==> src/core/art_defines.svh <==
// Summary of operation
// - result valid once conversion-done flag set
// - single-ended code unsigned, 0x000 to 0x3ff
// - differential code two's complement, 0x200..0x1ff
// - top result bit marks negative difference
// - differential extremes saturate, small negative 0x3ff
// - sensor select enables driver; conversions started before the 50-cycle settle discarded
// - input-short control ties differential inputs together
// - revision byte picks the temperature formula
// - old and new Celsius formulas as given
// - slope calibration unsigned 8-bit, 1/128 units
// - bias calibration signed 7-bit, sign-extended
// - alignment change rearranges bytes at once
// - done flag set on update, cleared vector/write-one
`ifndef ART_DEFINES_SVH
`define ART_DEFINES_SVH

`define ART_OFF_CTRL   8'h00
`define ART_OFF_RESULT 8'h04
`define ART_OFF_STAT   8'h08
`define ART_OFF_MASK   8'h0c
`define ART_OFF_CAL    8'h10
`define ART_OFF_TEMP   8'h14

`define ART_CTRL_LEFT  5
`define ART_CTRL_DIFF  6
`define ART_CTRL_SHORT 7
`define ART_CTRL_RST   8'h00
`define ART_CAL_RST    23'h000000

`define ART_ST_DONE    0
`define ART_ST_TEMP    1
`define ART_ST_SKIP    2

`define ART_CH_TEMP    5'h0b
`define ART_SE_MAX     10'h3ff
`define ART_DF_MAX     10'h1ff
`define ART_DF_MIN     10'h200
`define ART_OLD_BASE   24'sd273
`define ART_NEW_BASE   24'sd298
`define ART_NEW_ADD    24'sd25
`define ART_DIV_SHIFT  7

`define ART_CLK_MHZ    25
`define ART_SETTLE_NS  2000
`define ART_SETTLE_CYC ((`ART_SETTLE_NS * `ART_CLK_MHZ + 999) / 1000)

`endif

==> src/core/art_pkg.sv <==
package art_pkg;
  typedef logic signed [11:0] art_raw_t;
  typedef logic [9:0]         art_code_t;
  typedef enum logic [1:0] {ART_TS_OFF, ART_TS_SETTLE, ART_TS_READY} art_ts_e;
endpackage : art_pkg

==> src/core/art_top.sv <==
// The address map and the APB interface to the registers are this design's own decisions.
`timescale 1ns/1ps
`include "art_defines.svh"
module art_top (
  input  logic             pclk,
  input  logic             presetn,
  input  logic             psel,
  input  logic             penable,
  input  logic             pwrite,
  input  logic [7:0]       paddr,
  input  logic [31:0]      pwdata,
  output logic [31:0]      prdata,
  output logic             pready,
  output logic             pslverr,
  input  logic             conv_start,
  input  logic             conv_done,
  input  art_pkg::art_raw_t conv_code,
  input  logic             vector_ack,
  output logic [4:0]       channel_select_field,
  output logic             diff_select,
  output logic             amp_input_short,
  output logic             sensor_drv_en,
  output logic             irq
);
  import art_pkg::*;

  // new-formula revision code; value is arbitrary
  parameter logic [7:0] REV_NEW_CODE = 8'h5a;

  logic [7:0]     ctrl_q;
  logic [2:0]     stat_q;
  logic [2:0]     mask_q;
  logic [22:0]    cal_q;
  art_code_t      res_q;
  logic [15:0]    temp_q;
  art_ts_e        ts_q;
  logic [5:0]     settle_q;
  logic           sample_ok_q;
  logic           wr_en;
  logic           is_temp;
  art_code_t      code_sat;
  logic [7:0]     lo_byte;
  logic [7:0]     hi_byte;

  function automatic art_code_t sat_code(input art_raw_t v, input logic diff);
    art_code_t r;
    r = v[9:0];
    if (diff)
    begin
      if (v > 12'sd511)
        r = `ART_DF_MAX;
      else if (v < -12'sd512)
        r = `ART_DF_MIN;
    end
    else
    begin
      if (v < 12'sd0)
        r = 10'h000;
      else if (v > 12'sd1023)
        r = `ART_SE_MAX;
    end
    return r;
  endfunction : sat_code

  function automatic logic [15:0] calc_temp(input art_code_t raw, input logic [7:0] gain,
                                            input logic [6:0] off, input logic newf);
    logic signed [23:0] soff;
    logic signed [23:0] diffv;
    logic signed [23:0] prod;
    logic signed [23:0] q;
    soff = {{17{off[6]}}, off};
    if (newf)
      diffv = $signed({14'h0000, raw}) - (`ART_NEW_BASE - soff);
    else
      diffv = $signed({14'h0000, raw}) - `ART_OLD_BASE;
    prod = diffv * $signed({16'h0000, gain});
    q = prod >>> `ART_DIV_SHIFT;
    q = newf ? q + `ART_NEW_ADD : q + soff;
    return q[15:0];
  endfunction : calc_temp

  // write commits on the edge that samples pready high, request still held
  assign wr_en    = psel && penable && pwrite && pready;
  assign is_temp  = (ctrl_q[4:0] == `ART_CH_TEMP) && !ctrl_q[`ART_CTRL_DIFF];
  assign code_sat = sat_code(conv_code, ctrl_q[`ART_CTRL_DIFF]);

  // bytes built from the live alignment bit, never stored twice
  always_comb
  begin
    if (ctrl_q[`ART_CTRL_LEFT])
    begin
      hi_byte = res_q[9:2];
      lo_byte = {res_q[1:0], 6'h00};
    end
    else
    begin
      hi_byte = {6'h00, res_q[9:8]};
      lo_byte = res_q[7:0];
    end
  end

  always_ff @(posedge pclk or negedge presetn)
  begin
    if (!presetn)
      ctrl_q <= `ART_CTRL_RST;
    else if (wr_en && paddr == `ART_OFF_CTRL)
      ctrl_q <= pwdata[7:0];
  end

  always_ff @(posedge pclk or negedge presetn)
  begin
    if (!presetn)
      mask_q <= 3'h0;
    else if (wr_en && paddr == `ART_OFF_MASK)
      mask_q <= pwdata[2:0];
  end

  always_ff @(posedge pclk or negedge presetn)
  begin
    if (!presetn)
      cal_q <= `ART_CAL_RST;
    else if (wr_en && paddr == `ART_OFF_CAL)
      cal_q <= pwdata[22:0];
  end

  always_ff @(posedge pclk or negedge presetn)
  begin
    if (!presetn)
      res_q <= 10'h000;
    else if (conv_done)
      res_q <= code_sat;
  end

  // sensor driver must settle before the sample phase
  always_ff @(posedge pclk or negedge presetn)
  begin
    if (!presetn)
    begin
      ts_q     <= ART_TS_OFF;
      settle_q <= 6'h00;
    end
    else if (!is_temp)
    begin
      ts_q     <= ART_TS_OFF;
      settle_q <= 6'h00;
    end
    else
    begin
      case (ts_q)
        ART_TS_OFF:
        begin
          ts_q     <= ART_TS_SETTLE;
          settle_q <= 6'h00;
        end
        ART_TS_SETTLE:
        begin
          if (settle_q == 6'(`ART_SETTLE_CYC - 1))
            ts_q <= ART_TS_READY;
          else
            settle_q <= settle_q + 6'h01;
        end
        ART_TS_READY:
          ts_q <= ART_TS_READY;
        default:
          ts_q <= ART_TS_OFF;
      endcase
    end
  end

  // early selection during the previous conversion is honoured here
  always_ff @(posedge pclk or negedge presetn)
  begin
    if (!presetn)
      sample_ok_q <= 1'b0;
    else if (conv_start)
      sample_ok_q <= (ts_q == ART_TS_READY);
  end

  always_ff @(posedge pclk or negedge presetn)
  begin
    if (!presetn)
      temp_q <= 16'h0000;
    else if (conv_done && is_temp && sample_ok_q)
      temp_q <= calc_temp(code_sat, cal_q[15:8], cal_q[22:16],
                          cal_q[7:0] == REV_NEW_CODE);
  end

  // set beats any clear in the same cycle
  always_ff @(posedge pclk or negedge presetn)
  begin
    if (!presetn)
      stat_q <= 3'h0;
    else
    begin
      stat_q[`ART_ST_DONE] <= conv_done || (stat_q[`ART_ST_DONE] && !vector_ack &&
                              !(wr_en && paddr == `ART_OFF_STAT && pwdata[`ART_ST_DONE]));
      stat_q[`ART_ST_TEMP] <= (conv_done && is_temp && sample_ok_q) || (stat_q[`ART_ST_TEMP] &&
                              !(wr_en && paddr == `ART_OFF_STAT && pwdata[`ART_ST_TEMP]));
      stat_q[`ART_ST_SKIP] <= (conv_done && is_temp && !sample_ok_q) || (stat_q[`ART_ST_SKIP] &&
                              !(wr_en && paddr == `ART_OFF_STAT && pwdata[`ART_ST_SKIP]));
    end
  end

  always_ff @(posedge pclk or negedge presetn)
  begin
    if (!presetn)
      irq <= 1'b0;
    else
      irq <= |(stat_q & mask_q);
  end

  always_ff @(posedge pclk or negedge presetn)
  begin
    if (!presetn)
    begin
      channel_select_field <= 5'h00;
      diff_select          <= 1'b0;
      amp_input_short      <= 1'b0;
      sensor_drv_en        <= 1'b0;
    end
    else
    begin
      channel_select_field <= ctrl_q[4:0];
      diff_select          <= ctrl_q[`ART_CTRL_DIFF];
      amp_input_short      <= ctrl_q[`ART_CTRL_SHORT];
      sensor_drv_en        <= is_temp;
    end
  end

  // one wait state on every access keeps decode off the critical path
  always_ff @(posedge pclk or negedge presetn)
  begin
    if (!presetn)
    begin
      pready  <= 1'b0;
      pslverr <= 1'b0;
      prdata  <= 32'h00000000;
    end
    else if (psel && penable && !pready)
    begin
      pready  <= 1'b1;
      pslverr <= 1'b0;
      prdata  <= 32'h00000000;
      case (paddr)
        `ART_OFF_CTRL:   prdata <= {24'h000000, ctrl_q};
        `ART_OFF_RESULT: prdata <= {16'h0000, hi_byte, lo_byte};
        `ART_OFF_STAT:   prdata <= {29'h00000000, stat_q};
        `ART_OFF_MASK:   prdata <= {29'h00000000, mask_q};
        `ART_OFF_CAL:    prdata <= {9'h000, cal_q};
        `ART_OFF_TEMP:   prdata <= {16'h0000, temp_q};
        default:         pslverr <= 1'b1;
      endcase
    end
    else
    begin
      pready  <= 1'b0;
      pslverr <= 1'b0;
    end
  end
endmodule : art_top

==> config.mk <==
export PLATFORM = sky130hd
export DESIGN_NAME = art_top
export DESIGN_NICKNAME = d
export VERILOG_FILES = /design/src/core/art_pkg.sv /design/src/core/art_top.sv
export VERILOG_INCLUDE_DIRS = /design/src /design/src/core
export SDC_FILE = /design/constraint.sdc
export NUM_CORES = 1
export LEC_CHECK = 0
export BUFFER_PORTS_ARGS = -buffer_cell sky130_fd_sc_hd__buf_2
export CAP_MARGIN = 20
export CORE_MARGIN = 2
export CORE_UTILIZATION = 47
export CTS_BUF_LIST = sky130_fd_sc_hd__clkbuf_4 sky130_fd_sc_hd__clkbuf_8 sky130_fd_sc_hd__clkbuf_16
export DETAILED_ROUTE_END_ITERATION = 8
export GPL_ROUTABILITY_DRIVEN = 0
export GPL_TIMING_DRIVEN = 0
export PLACE_DENSITY = 0.68
export SYNTH_ARGS = -nofsm -noshare
export SYNTH_HDL_FRONTEND = slang
export SYNTH_SLANG_ARGS = --single-unit
==> constraint.sdc <==
create_clock -name pclk -period 25.3 [get_ports pclk]
set_input_delay 3.795 -clock pclk [delete_from_list [all_inputs] [get_ports pclk]]
set_output_delay 3.795 -clock pclk [all_outputs]
set_load 0.01 [all_outputs]
Word level (Yosys, flattened, before mapping)
Index checks and enable logic that the tools add are counted.
{"block": "totals", "regBits": 115, "inputBits": 60, "output_inout_bits": 43, "elab_cells": 96}
{"block": "op_classes", "add_sub_neg": 6, "n_mul": 1, "magnitude_cmp": 4, "n_eq_ne": 13, "n_mux": 20, "n_bitwise": 1, "reduce_logical": 34}
{"cell": "case mux 23 bit (6 select lines)", "count": 1}
{"cell": "two-way mux 10 bit", "count": 5}
{"cell": "two-way mux 24 bit", "count": 2}
{"cell": "multiplier 24 x 9 -> 23 bit", "count": 1}
{"cell": "logical AND 1 bit", "count": 19}
{"cell": "adder 16 x 6 -> 16 bit, second input constant", "count": 1}
{"cell": "adder 16 x 7 -> 16 bit", "count": 1}
{"cell": "equality test 8 x 4 -> 1 bit, second input constant", "count": 2}
{"cell": "equality test 8 x 5 -> 1 bit, second input constant", "count": 2}
{"cell": "two-way mux 16 bit", "count": 1}
{"cell": "two-way mux 8 bit", "count": 2}
{"cell": "greater-than comparator 12 x 10 -> 1 bit, second input constant", "count": 1}
{"cell": "greater-than comparator 12 x 11 -> 1 bit, second input constant", "count": 1}
{"cell": "less-than comparator 12 x 1 -> 1 bit, second input constant", "count": 1}
{"cell": "less-than comparator 12 x 10 -> 1 bit, second input constant", "count": 1}
{"cell": "two-way mux 6 bit", "count": 2}
{"cell": "case mux 6 bit (2 select lines)", "count": 1}
{"cell": "subtractor 11 x 11 -> 12 bit", "count": 1}
{"cell": "subtractor 10 x 7 -> 11 bit, first input constant", "count": 1}
{"cell": "subtractor 10 x 9 -> 11 bit, second input constant", "count": 1}
{"cell": "equality test 8 x 3 -> 1 bit, second input constant", "count": 1}
{"cell": "equality test 8 x 7 -> 1 bit, second input constant", "count": 1}
{"cell": "logical NOT 8 bit", "count": 1}
{"cell": "logical NOT 1 bit", "count": 7}
{"cell": "16 further kinds", "count": 22}

Logic depth before layout (Yosys ltp)
Gate-level depths: netlist of the first run.
{"block": "logic_depth", "ltp_word": 10, "ltp_mapped": 44}

Worst setup path before layout of the first run
Ideal clock, no wire load.
{"block": "synth_timing", "path_kind": "input to register", "from": "input port conv_code[9]", "to": "register temp_q[15]", "setup_time_ps": 69, "arrival_time_ps": 12367, "required_time_ps": 25231, "slack_ps": 12864, "stages": 41, "n_path_buf": 1, "path_cell_list": "a21oi_1 nor2_1 o21ai_0 ha_1 inv_1 ha_1 inv_1 fa_1 nor2b_1 o21ai_0 a21oi_1 o21ai_0 a21boi_0 o21ai_0 a21oi_1 o31ai_1 clkbuf_1 nand2_1 [5 not listed] fa_1 inv_1 ha_1 o21a_1 nand2_1 o21ai_0 a31o_2 a21oi_1 xnor2_1 ha_1 or2_2 a21oi_1 a31oi_1 a31oi_1 o21ai_0 or4b_2 a2bb2oi_2 nand3_1"}
{"block": "synth_via", "elab_chain_len": 10, "elab_cells_between_ends": 17, "cone_classes": "add/sub: 4; mul: 1; order compare: 4; mux: 8"}
{"item": "start: declaration", "line_no": "art_top.sv:17", "text": "input art_pkg::art_raw_t conv_code,"}
{"item": "greater-than comparator 12 x 11 -> 1 bit / less-than comparator 12 x 10 -> 1 bit (equally long branches)", "line_no": "art_top.sv:59, art_top.sv:52"}
{"item": "two-way mux 10 bit, on equally long branches", "line_no": "art_top.sv:59, art_top.sv:52"}
{"item": "two-way mux 10 bit, on equally long branches", "line_no": "art_top.sv:57, art_top.sv:50"}
{"item": "two-way mux 10 bit *", "line_no": "art_top.sv:48", "text": "if (diff)"}
{"item": "subtractor 11 x 11 -> 12 bit / subtractor 10 x 9 -> 11 bit (equally long branches)"}
{"item": "two-way mux 24 bit *", "line_no": "art_top.sv:72", "text": "if (newf)"}
{"item": "two-way mux 24 bit *", "line_no": "art_top.sv:183", "text": "else if (conv_done && is_temp && sample_ok_q)"}
{"item": "multiplier 24 x 9 -> 23 bit *", "line_no": "art_top.sv:76", "text": "prod = diffv * $signed({16'h0000, gain});"}
{"item": "adder 16 x 7 -> 16 bit / adder 16 x 6 -> 16 bit (equally long branches)"}
{"item": "two-way mux 16 bit *", "line_no": "art_top.sv:78", "text": "q = newf ? q + `ART_NEW_ADD : q + soff;"}
{"item": "end signal: assignment", "line_no": "art_top.sv:184", "text": "temp_q <= calc_temp(code_sat, cal_q[15:8], cal_q[22:16],"}
{"item": "end: declaration", "line_no": "art_top.sv:35", "text": "logic [15:0] temp_q;"}
Every way passes the cells marked *; elsewhere a longest branch is shown, timed or not. The select of a mux whose other input is x is not followed.
A chain may end at the register's enable or synchronous reset.

Worst setup path after layout of the first run
Same ends and word-level chain as after synthesis.

==> results of run 1 <==
[final cells by class]
| type | count | area [um^2] | area share [%] |
|---|---|---|---|
| clock inverters | 6 | 60.1 | 0.546 |
| flip-flops and latches | 106 | 2650 | 24.1 |
| clock buffers | 10 | 233 | 2.11 |
| plain buffers | 43 | 195 | 1.77 |
| repair buffers | 83 | 440 | 4.00 |
| inverters | 158 | 593 | 5.39 |
| well taps | 275 | 344 | 3.13 |
| multi-input cells | 773 | 6490 | 59.0 |
[per-stage QoR]
stage / utilization (%) / cell area, um^2 / hold WS, ps / total power, mW / std cells
floorplan: - / 9930 / 352 / 0.204 / 1080
detailed placement: 51.5 / 10700 / 371 / 0.224 / 1438
CTS: 52.9 / 11000 / 389 / 0.362 / 1454
global placement: 51.3 / 10700 / 359 / 0.223 / 1437
finish: 52.9 / 11000 / 381 / 0.359 / 1454
global route: 52.9 / 11000 / 410 / 0.375 / 1454
[logic make-up (layout without fill, tap and decap cells)]
family | after synthesis | in the layout | synth area share (%)
flops | 106 | 106 | 26.8
compound gates | 191 | 191 | 12.5
simple gates | 318 | 318 | 16.3
buf+inv | 201 | 300 | 7.96
mux | 59 | 59 | 6.57
fa+ha+maj | 162 | 162 | 26.8
other cells | 1 | 9 | 0.0379
xor+xnor | 34 | 34 | 3.01
[routing by layer]
metal,wire length (um),GRT usage (%)
met5,0,0
met2,11500,38.4
met3,1290,3.03
met4,412,4.67
met1,10900,31.2
[sequential cells by signal, summed over array words and instances (netlist names)]
signal	count
cal_q	23
prdata	23
temp_q	16
res_q	10
ctrl_q	8
settle_q	6
channel_select_field	5
mask_q	3
stat_q	3
ts_q	2
amp_input_short	1
diff_select	1
irq	1
pready	1
pslverr	1
sample_ok_q	1
sensor_drv_en	1
[path summary, 6_finish.rpt]
| kind | startpoint | endpoint | slack, ps | depth (start not counted) |
|---|---|---|---|---|
| min | ctrl_q[6] | diff_select | 380 | 0 |
| max reg2reg | ctrl_q[6] | temp_q[15] | 14380 | 42 |
| max in group asynchronous | presetn | cal_q[16] | 21100 | 2 |
| min in group asynchronous | presetn | ts_q[1] | 3510 | 1 |
| max | conv_code[9] | temp_q[15] | 11520 | 42 |
| min reg2reg | ctrl_q[6] | diff_select | 380 | 0 |
[power groups by stage]
stage / clock network (mW) / registers [mW] / logic, mW
CTS: 0.141 / 0.174 / 0.0465
floorplan: 0 / 0.177 / 0.0270
detailed placement: 0 / 0.178 / 0.0463
global placement: 0 / 0.178 / 0.0449
finish: 0.138 / 0.174 / 0.0465
global route: 0.148 / 0.175 / 0.0521
[synth_stat cells (9+ instances only)]
master / count / share of area (%)
and2_1: 58 / 3.7
xor2_1: 11 / 0.97
ha_1: 79 / 10
inv_1: 156 / 5.9
nand2b_1: 9 / 0.57
a22oi_1: 15 / 1.1
nor2b_1: 12 / 0.76
dfrtp_1: 106 / 27
buf_4: 9 / 0.68
fa_1: 83 / 17
clkbuf_1: 32 / 1.2
nor2_1: 43 / 1.6
nand3_1: 25 / 1.3
mux2_2: 48 / 5.5
and3_1: 9 / 0.57
o21ai_0: 47 / 2.4
xnor2_1: 23 / 2.0
a21oi_1: 44 / 2.2
a211oi_1: 10 / 0.76
nor3_1: 12 / 0.61
mux2i_1: 11 / 1.1
a21o_1: 15 / 1.1
nand2_1: 110 / 4.2
[worst max-delay path: cells and delay by family]
family | cells | cell delay (ps)
buf+inv | 6 | 370
compound gates | 19 | 4590
fa+ha+maj | 9 | 3540
xor+xnor | 1 | 150
simple gates | 7 | 1580
==> tab_implementation.tex, run 1 <==
\begin{tabular}{lr}
\hline
Metric & Value \\
\hline
\multicolumn{2}{l}{\textbf{Routing}} \\
Number of antenna-violating nets in the routed design & 0 \\
Aggregate routed wire length & 24100 um \\
Pre-Repair DR Iteration Count & 5 \\
Via/cell ratio & roughly 5.4 \\
Vias post-DR & around 7.9k \\
DRC violations left & 0 \\
Initial DRC Count & 493 \\
Average detailed-routed wire length per instance & 16.6 um \\
\multicolumn{2}{l}{\textbf{Clock network}} \\
Count of hold buffers inserted by post-cts repair & 0 \\
Clock tree from TritonCTS & done \\
CTS clock-pin slew for the worst setup and hold paths & roughly 80 ps \\
Count of instances resized after the clock tree is built & 0 \\
Inserted Clock Buffers & 9 \\
Clock latency on the worst-skew pair & 350 ps \\
Deepest clock path buffer count & 2 \\
Root buffer cell & clkbuf\_16 \\
Maximum level of the CTS H-tree & 3 \\
Post-CTS repair timing setup buffer count & 0 \\
Number of clock sinks & 106 \\
\multicolumn{2}{l}{\textbf{Floorplanning}} \\
Starting Density & 47.5\% \\
Die Outline Area & about 22000 um\^{}2 \\
Width of the chip & around 150 um \\
Placeable Area & approximately 21000 um\^{}2 \\
Height of the die & 149 um \\
Count of boundary I/O pins & around 100 \\
FP Rows & between 50 and 60 \\
\multicolumn{2}{l}{\textbf{Yosys}} \\
Number of enable-type register cells in the synthesized netlist & 0 \\
Mean post-synth cell area & slightly above 9 um\^{}2 \\
Ys flop type & dfrtp\_1 \\
FFs w/ async S/R, synth & 100\% \\
Netlist Area Pre-Place & 9900 um\^{}2 \\
Sequential cell area fraction in the yosys report & a little over a quarter \\
Library cells used by synthesis & 70 \\
Gate count of the mapped netlist & between 1k and 1.5k \\
Yosys reg bits & 106 \\
Ys Warns & 0 \\
\multicolumn{2}{l}{\textbf{Pwr}} \\
Switching Power & approximately 0.10 mW \\
Internal Dissipation & about 0.26 mW \\
Sw Ratio & 28.0\% \\
Part of the power in registers & 48.6\% \\
Share of power burned in the clock network & 38.5\% \\
Maximum VDD drop & approximately 33 uV \\
Cell leakage power & between 5 and 6 nW \\
Combinational cell fraction of total power & approximately 13\% \\
Power density over the cells & roughly 33 nW/um\^{}2 \\
\multicolumn{2}{l}{\textbf{Finish}} \\
Area grow syn2layout & 11.2\% \\
Fill count & a little under 2k \\
Fraction of final layout cells with drive strength greater than 1 & 14.3\% \\
Antenna Diode Count & 0 \\
Most common cell after layout, fill and taps aside & inv\_1 \\
Commonest cells after routing, fill and taps aside & 156 x inv\_1, 110 x nand2\_1, 106 x dfrtp\_1 \\
Final nets & 1396 \\
\multicolumn{2}{l}{\textbf{Setup path}} \\
Largest fanout on the critical path & 9 \\
Setup crit end kind & flip-flop \\
Startpoint-to-endpoint class of the critical path & in2reg \\
Cell seen most often among critical-path stages & o21ai\_0 \\
Data required time at the worst endpoint & 25580 ps \\
Slowest library cell on the worst path & a31oi\_1 \\
Startpoint kind of the worst setup timing path & input pin \\
Slowest cell delay on critical path & about 830 ps \\
Data arrival, critical path & roughly 14000 ps \\
\multicolumn{2}{l}{\textbf{Timing}} \\
Sum of negative setup slack & 0 ps \\
Highest clock rate & 72.6 MHz \\
Pin slew with the least headroom to its limit & about 1100 ps \\
Final number of setup-violating endpoints & 0 \\
Pins over their slew limit & 0 \\
Share of the clock period used by the worst path & between 50\% and 60\% \\
Fin worst setup slack & 11520 ps \\
Count of final hold-check violations & 0 \\
Clock period minus worst slack & roughly 14000 ps \\
RSZ-0062 raised after global routing & no \\
Worst clock skew & approximately 7.9 ps \\
Relative slew slack & approximately 25\% \\
\multicolumn{2}{l}{\textbf{Global route}} \\
Number of antenna violations at the first check in global routing & 0 \\
Number of global-route vias before repair & 7786 \\
Total global routing track utilization & 22.6\% \\
Wire length of the first global-routing pass & 39500 um \\
Total gr overflow & 0 \\
Pin count of the biggest net entering global routing & 57 \\
\multicolumn{2}{l}{\textbf{Run}} \\
Max-cap violations & 0 \\
\multicolumn{2}{l}{\textbf{Placed design}} \\
Worst Setup Slack post-DPL & between 10000 and 15000 ps \\
HPWL after DPL & between 15000 and 20000 um \\
Port Buf Inserts & $\sim$80 \\
\multicolumn{2}{l}{\textbf{Hold path}} \\
Hold crit path type & reg2reg \\
\multicolumn{2}{l}{\textbf{Status}} \\
Status & finished, final reports clean \\
\hline
\end{tabular}
No activity file was read; power rests on OpenSTA's default activity.
==> inputs of run 2 (changes only) <==
--- a/config.mk
+++ b/config.mk
@@ -14,7 +14,7 @@
 export DETAILED_ROUTE_END_ITERATION = 8
 export GPL_ROUTABILITY_DRIVEN = 0
 export GPL_TIMING_DRIVEN = 0
-export PLACE_DENSITY = 0.68
+export PLACE_DENSITY = 0.71
 export SYNTH_ARGS = -nofsm -noshare
 export SYNTH_HDL_FRONTEND = slang
 export SYNTH_SLANG_ARGS = --single-unit
==> constraint.sdc (replaced) <==
create_clock -name pclk -period 11.6 [get_ports pclk]
set_input_delay 1.74 -clock pclk [delete_from_list [all_inputs] [get_ports pclk]]
set_output_delay 1.74 -clock pclk [all_outputs]
set_load 0.01 [all_outputs]
==> tab_implementation.tex, run 2 (same netlist as run 1, synthesis figures left out) <==
\begin{tabular}{lr}
\hline
Metric & Value \\
\hline
\multicolumn{2}{l}{\textbf{Floorplanning}} \\
FP Rows & 53 \\
Placeable Area & 20800 um\^{}2 \\
Count of boundary I/O pins & 103 \\
Width of the chip & 149 um \\
Die Outline Area & roughly 22000 um\^{}2 \\
Starting Density & a little under half \\
Height of the die & 149 um \\
\multicolumn{2}{l}{\textbf{Clock network}} \\
CTS clock-pin slew for the worst setup and hold paths & about 80 ps \\
Clock latency on the worst-skew pair & approximately 350 ps \\
Clock tree from TritonCTS & done \\
Inserted Clock Buffers & 9 \\
Root buffer cell & clkbuf\_16 \\
Number of clock sinks & $\sim$110 \\
Maximum level of the CTS H-tree & 3 \\
Post-CTS repair timing setup buffer count & 0 \\
Deepest clock path buffer count & 2 \\
\multicolumn{2}{l}{\textbf{Global route}} \\
Total global routing track utilization & between 20 and 25\% \\
GRT Max-Usage Layer & met2 \\
Met2 Usage GRT & 37.2\% \\
Pin count of the biggest net entering global routing & 62 \\
Met3 Usage GRT & approximately 3.4\% \\
Number of global-route vias before repair & about 7.8k \\
Number of antenna violations at the first check in global routing & 0 \\
Met1 capacity usage during global routing & a little under a third \\
Total gr overflow & 0 \\
Wire length of the first global-routing pass & 39700 um \\
\multicolumn{2}{l}{\textbf{Routing}} \\
DRC violations left & 0 \\
Initial DRC Count & between 500 and 600 \\
Pre-Repair DR Iteration Count & 5 \\
Aggregate routed wire length & 24000 um \\
Via/cell ratio & 5.47 \\
Average detailed-routed wire length per instance & approximately 16 um \\
Vias post-DR & a little under 8k \\
Number of antenna-violating nets in the routed design & 0 \\
\multicolumn{2}{l}{\textbf{Placed design}} \\
Worst Setup Slack post-DPL & -454 ps \\
Port Buf Inserts & 82 \\
HPWL after DPL & about 19000 um \\
Number of placed cells counting well taps & 1438 \\
Standard cell area after detailed placement & 10700 um\^{}2 \\
\multicolumn{2}{l}{\textbf{Finish}} \\
Final nets & 1396 \\
Largest registers & cal\_q (23), prdata (23), temp\_q (16) \\
Commonest cells after routing, fill and taps aside & 156 x inv\_1, 110 x nand2\_1, 106 x dfrtp\_1 \\
Post-route standard cell area excluding fillers & between 10000 and 15000 um\^{}2 \\
Finished Layout Cells & about 1.5k \\
Fraction of final layout cells with drive strength greater than 1 & between 10\% and 20\% \\
Fill count & 1946 \\
Area grow syn2layout & 11.9\% \\
Post-layout utilization of the core & 53.2\% \\
Antenna Diode Count & 0 \\
Most common cell after layout, fill and taps aside & inv\_1 \\
\multicolumn{2}{l}{\textbf{Status}} \\
Status & finished, final reports clean \\
\multicolumn{2}{l}{\textbf{Setup path}} \\
Startpoint kind of the worst setup timing path & input pin \\
Data arrival, critical path & between 10000 and 15000 ps \\
Slowest cell delay on critical path & approximately 670 ps \\
Data required time at the worst endpoint & between 10000 and 15000 ps \\
Setup crit end kind & flip-flop \\
Cell depth of the worst flop-to-flop path & 40 \\
Register-to-register setup slack & roughly 1400 ps \\
Slowest library cell on the worst path & or4b\_2 \\
FF-to-FF End & temp\_q[15] \\
Startpoint-to-endpoint class of the critical path & in2reg \\
Cell seen most often among critical-path stages & a21oi\_1 \\
Largest fanout on the critical path & 10 \\
R2R Path Start & ctrl\_q[6] \\
\multicolumn{2}{l}{\textbf{Pwr}} \\
Maximum VDD drop & 69.2 uV \\
Overall power consumption & a little over 0.8 mW \\
Cell leakage power & roughly 5.8 nW \\
Power density over the cells & around 73 nW/um\^{}2 \\
\multicolumn{2}{l}{\textbf{Timing}} \\
Sum of negative setup slack & 0 ps \\
Clock period minus worst slack & roughly 11000 ps \\
Relative slew slack & between 30\% and 40\% \\
Worst hold slack & around 380 ps \\
Pin slew with the least headroom to its limit & between 1000 and 1500 ps \\
Final number of setup-violating endpoints & 0 \\
Share of the clock period used by the worst path & between 90\% and 100\% \\
Pins over their slew limit & 0 \\
Worst clock skew & 12.5 ps \\
Count of final hold-check violations & 0 \\
Fin worst setup slack & between 600 and 700 ps \\
Highest clock rate & roughly 91 MHz \\
\multicolumn{2}{l}{\textbf{Hold path}} \\
Launch instance of the worst min-delay path & ctrl\_q[6] \\
Worst-case hold path end point & diff\_select \\
Number of instances on the worst hold path & 0 \\
Hold crit path type & reg2reg \\
\multicolumn{2}{l}{\textbf{Run}} \\
Max-cap violations & 0 \\
\hline
\end{tabular}
run 2: cell count changes in the layout (fill, tap and decap cells not counted), moves of 2 or more:
cell        change
o21ai_0         -4
a21oi_1         -2
a21oi_2         +2
clkinv_4        +2
clkinvlp_4      -2
inv_6           -2
o21ai_1         +2
o21ai_2         +2
run 2: how the worst max path moves through the flow:
stage	to	cells after the start	start
floorplan	temp_q[15]	41	conv_code[9]
finish	temp_q[15]	40	conv_code[9]
CTS	temp_q[15]	42	conv_code[9]
global route	temp_q[15]	41	conv_code[9]
global placement	temp_q[15]	42	conv_code[9]
detailed placement	temp_q[15]	42	conv_code[9]
run 2: cell type report:
class	instances	area (um^2)	area share, %
Tap cell	275	344	3.11
Inverter	158	593	5.35
Sequential cell	106	2650	23.9
Timing Repair Buffer	83	440	3.97
Multi-Input combinational cell	773	6540	59.0
Clock buffer	10	233	2.10
Buffer	43	196	1.77
Clock inverter	6	86.3	0.779
run 2: critical path, delay by kind of cell:
kind                     cells  cell delay, ps
adder cells (fa/ha/maj)      8            3340
AO/OA/AOI/OAI               18            3760
buffers and inverters        6             740
XOR/XNOR                     1             150
AND/OR/NAND/NOR              7            1530
run 2: power by group:
group / switching [mW] / total (mW) / internal (mW)
clock network: 0.149 / 0.325 / 0.176
logic: 0.0674 / 0.105 / 0.0372
registers: 0.00523 / 0.380 / 0.375
run 2: repair_timing:
action,in CTS,in global routing
hold buffers,0,0
endpoints found under the setup margin,1,1
cloned,0,0
resized for setup,2,13
run 2: per-layer routing:
metal	up-vias	routed length, um
li1	3753	-
met1	3906	10700
met2	250	11300
met3	47	1310
met4	0	626
met5	-	0
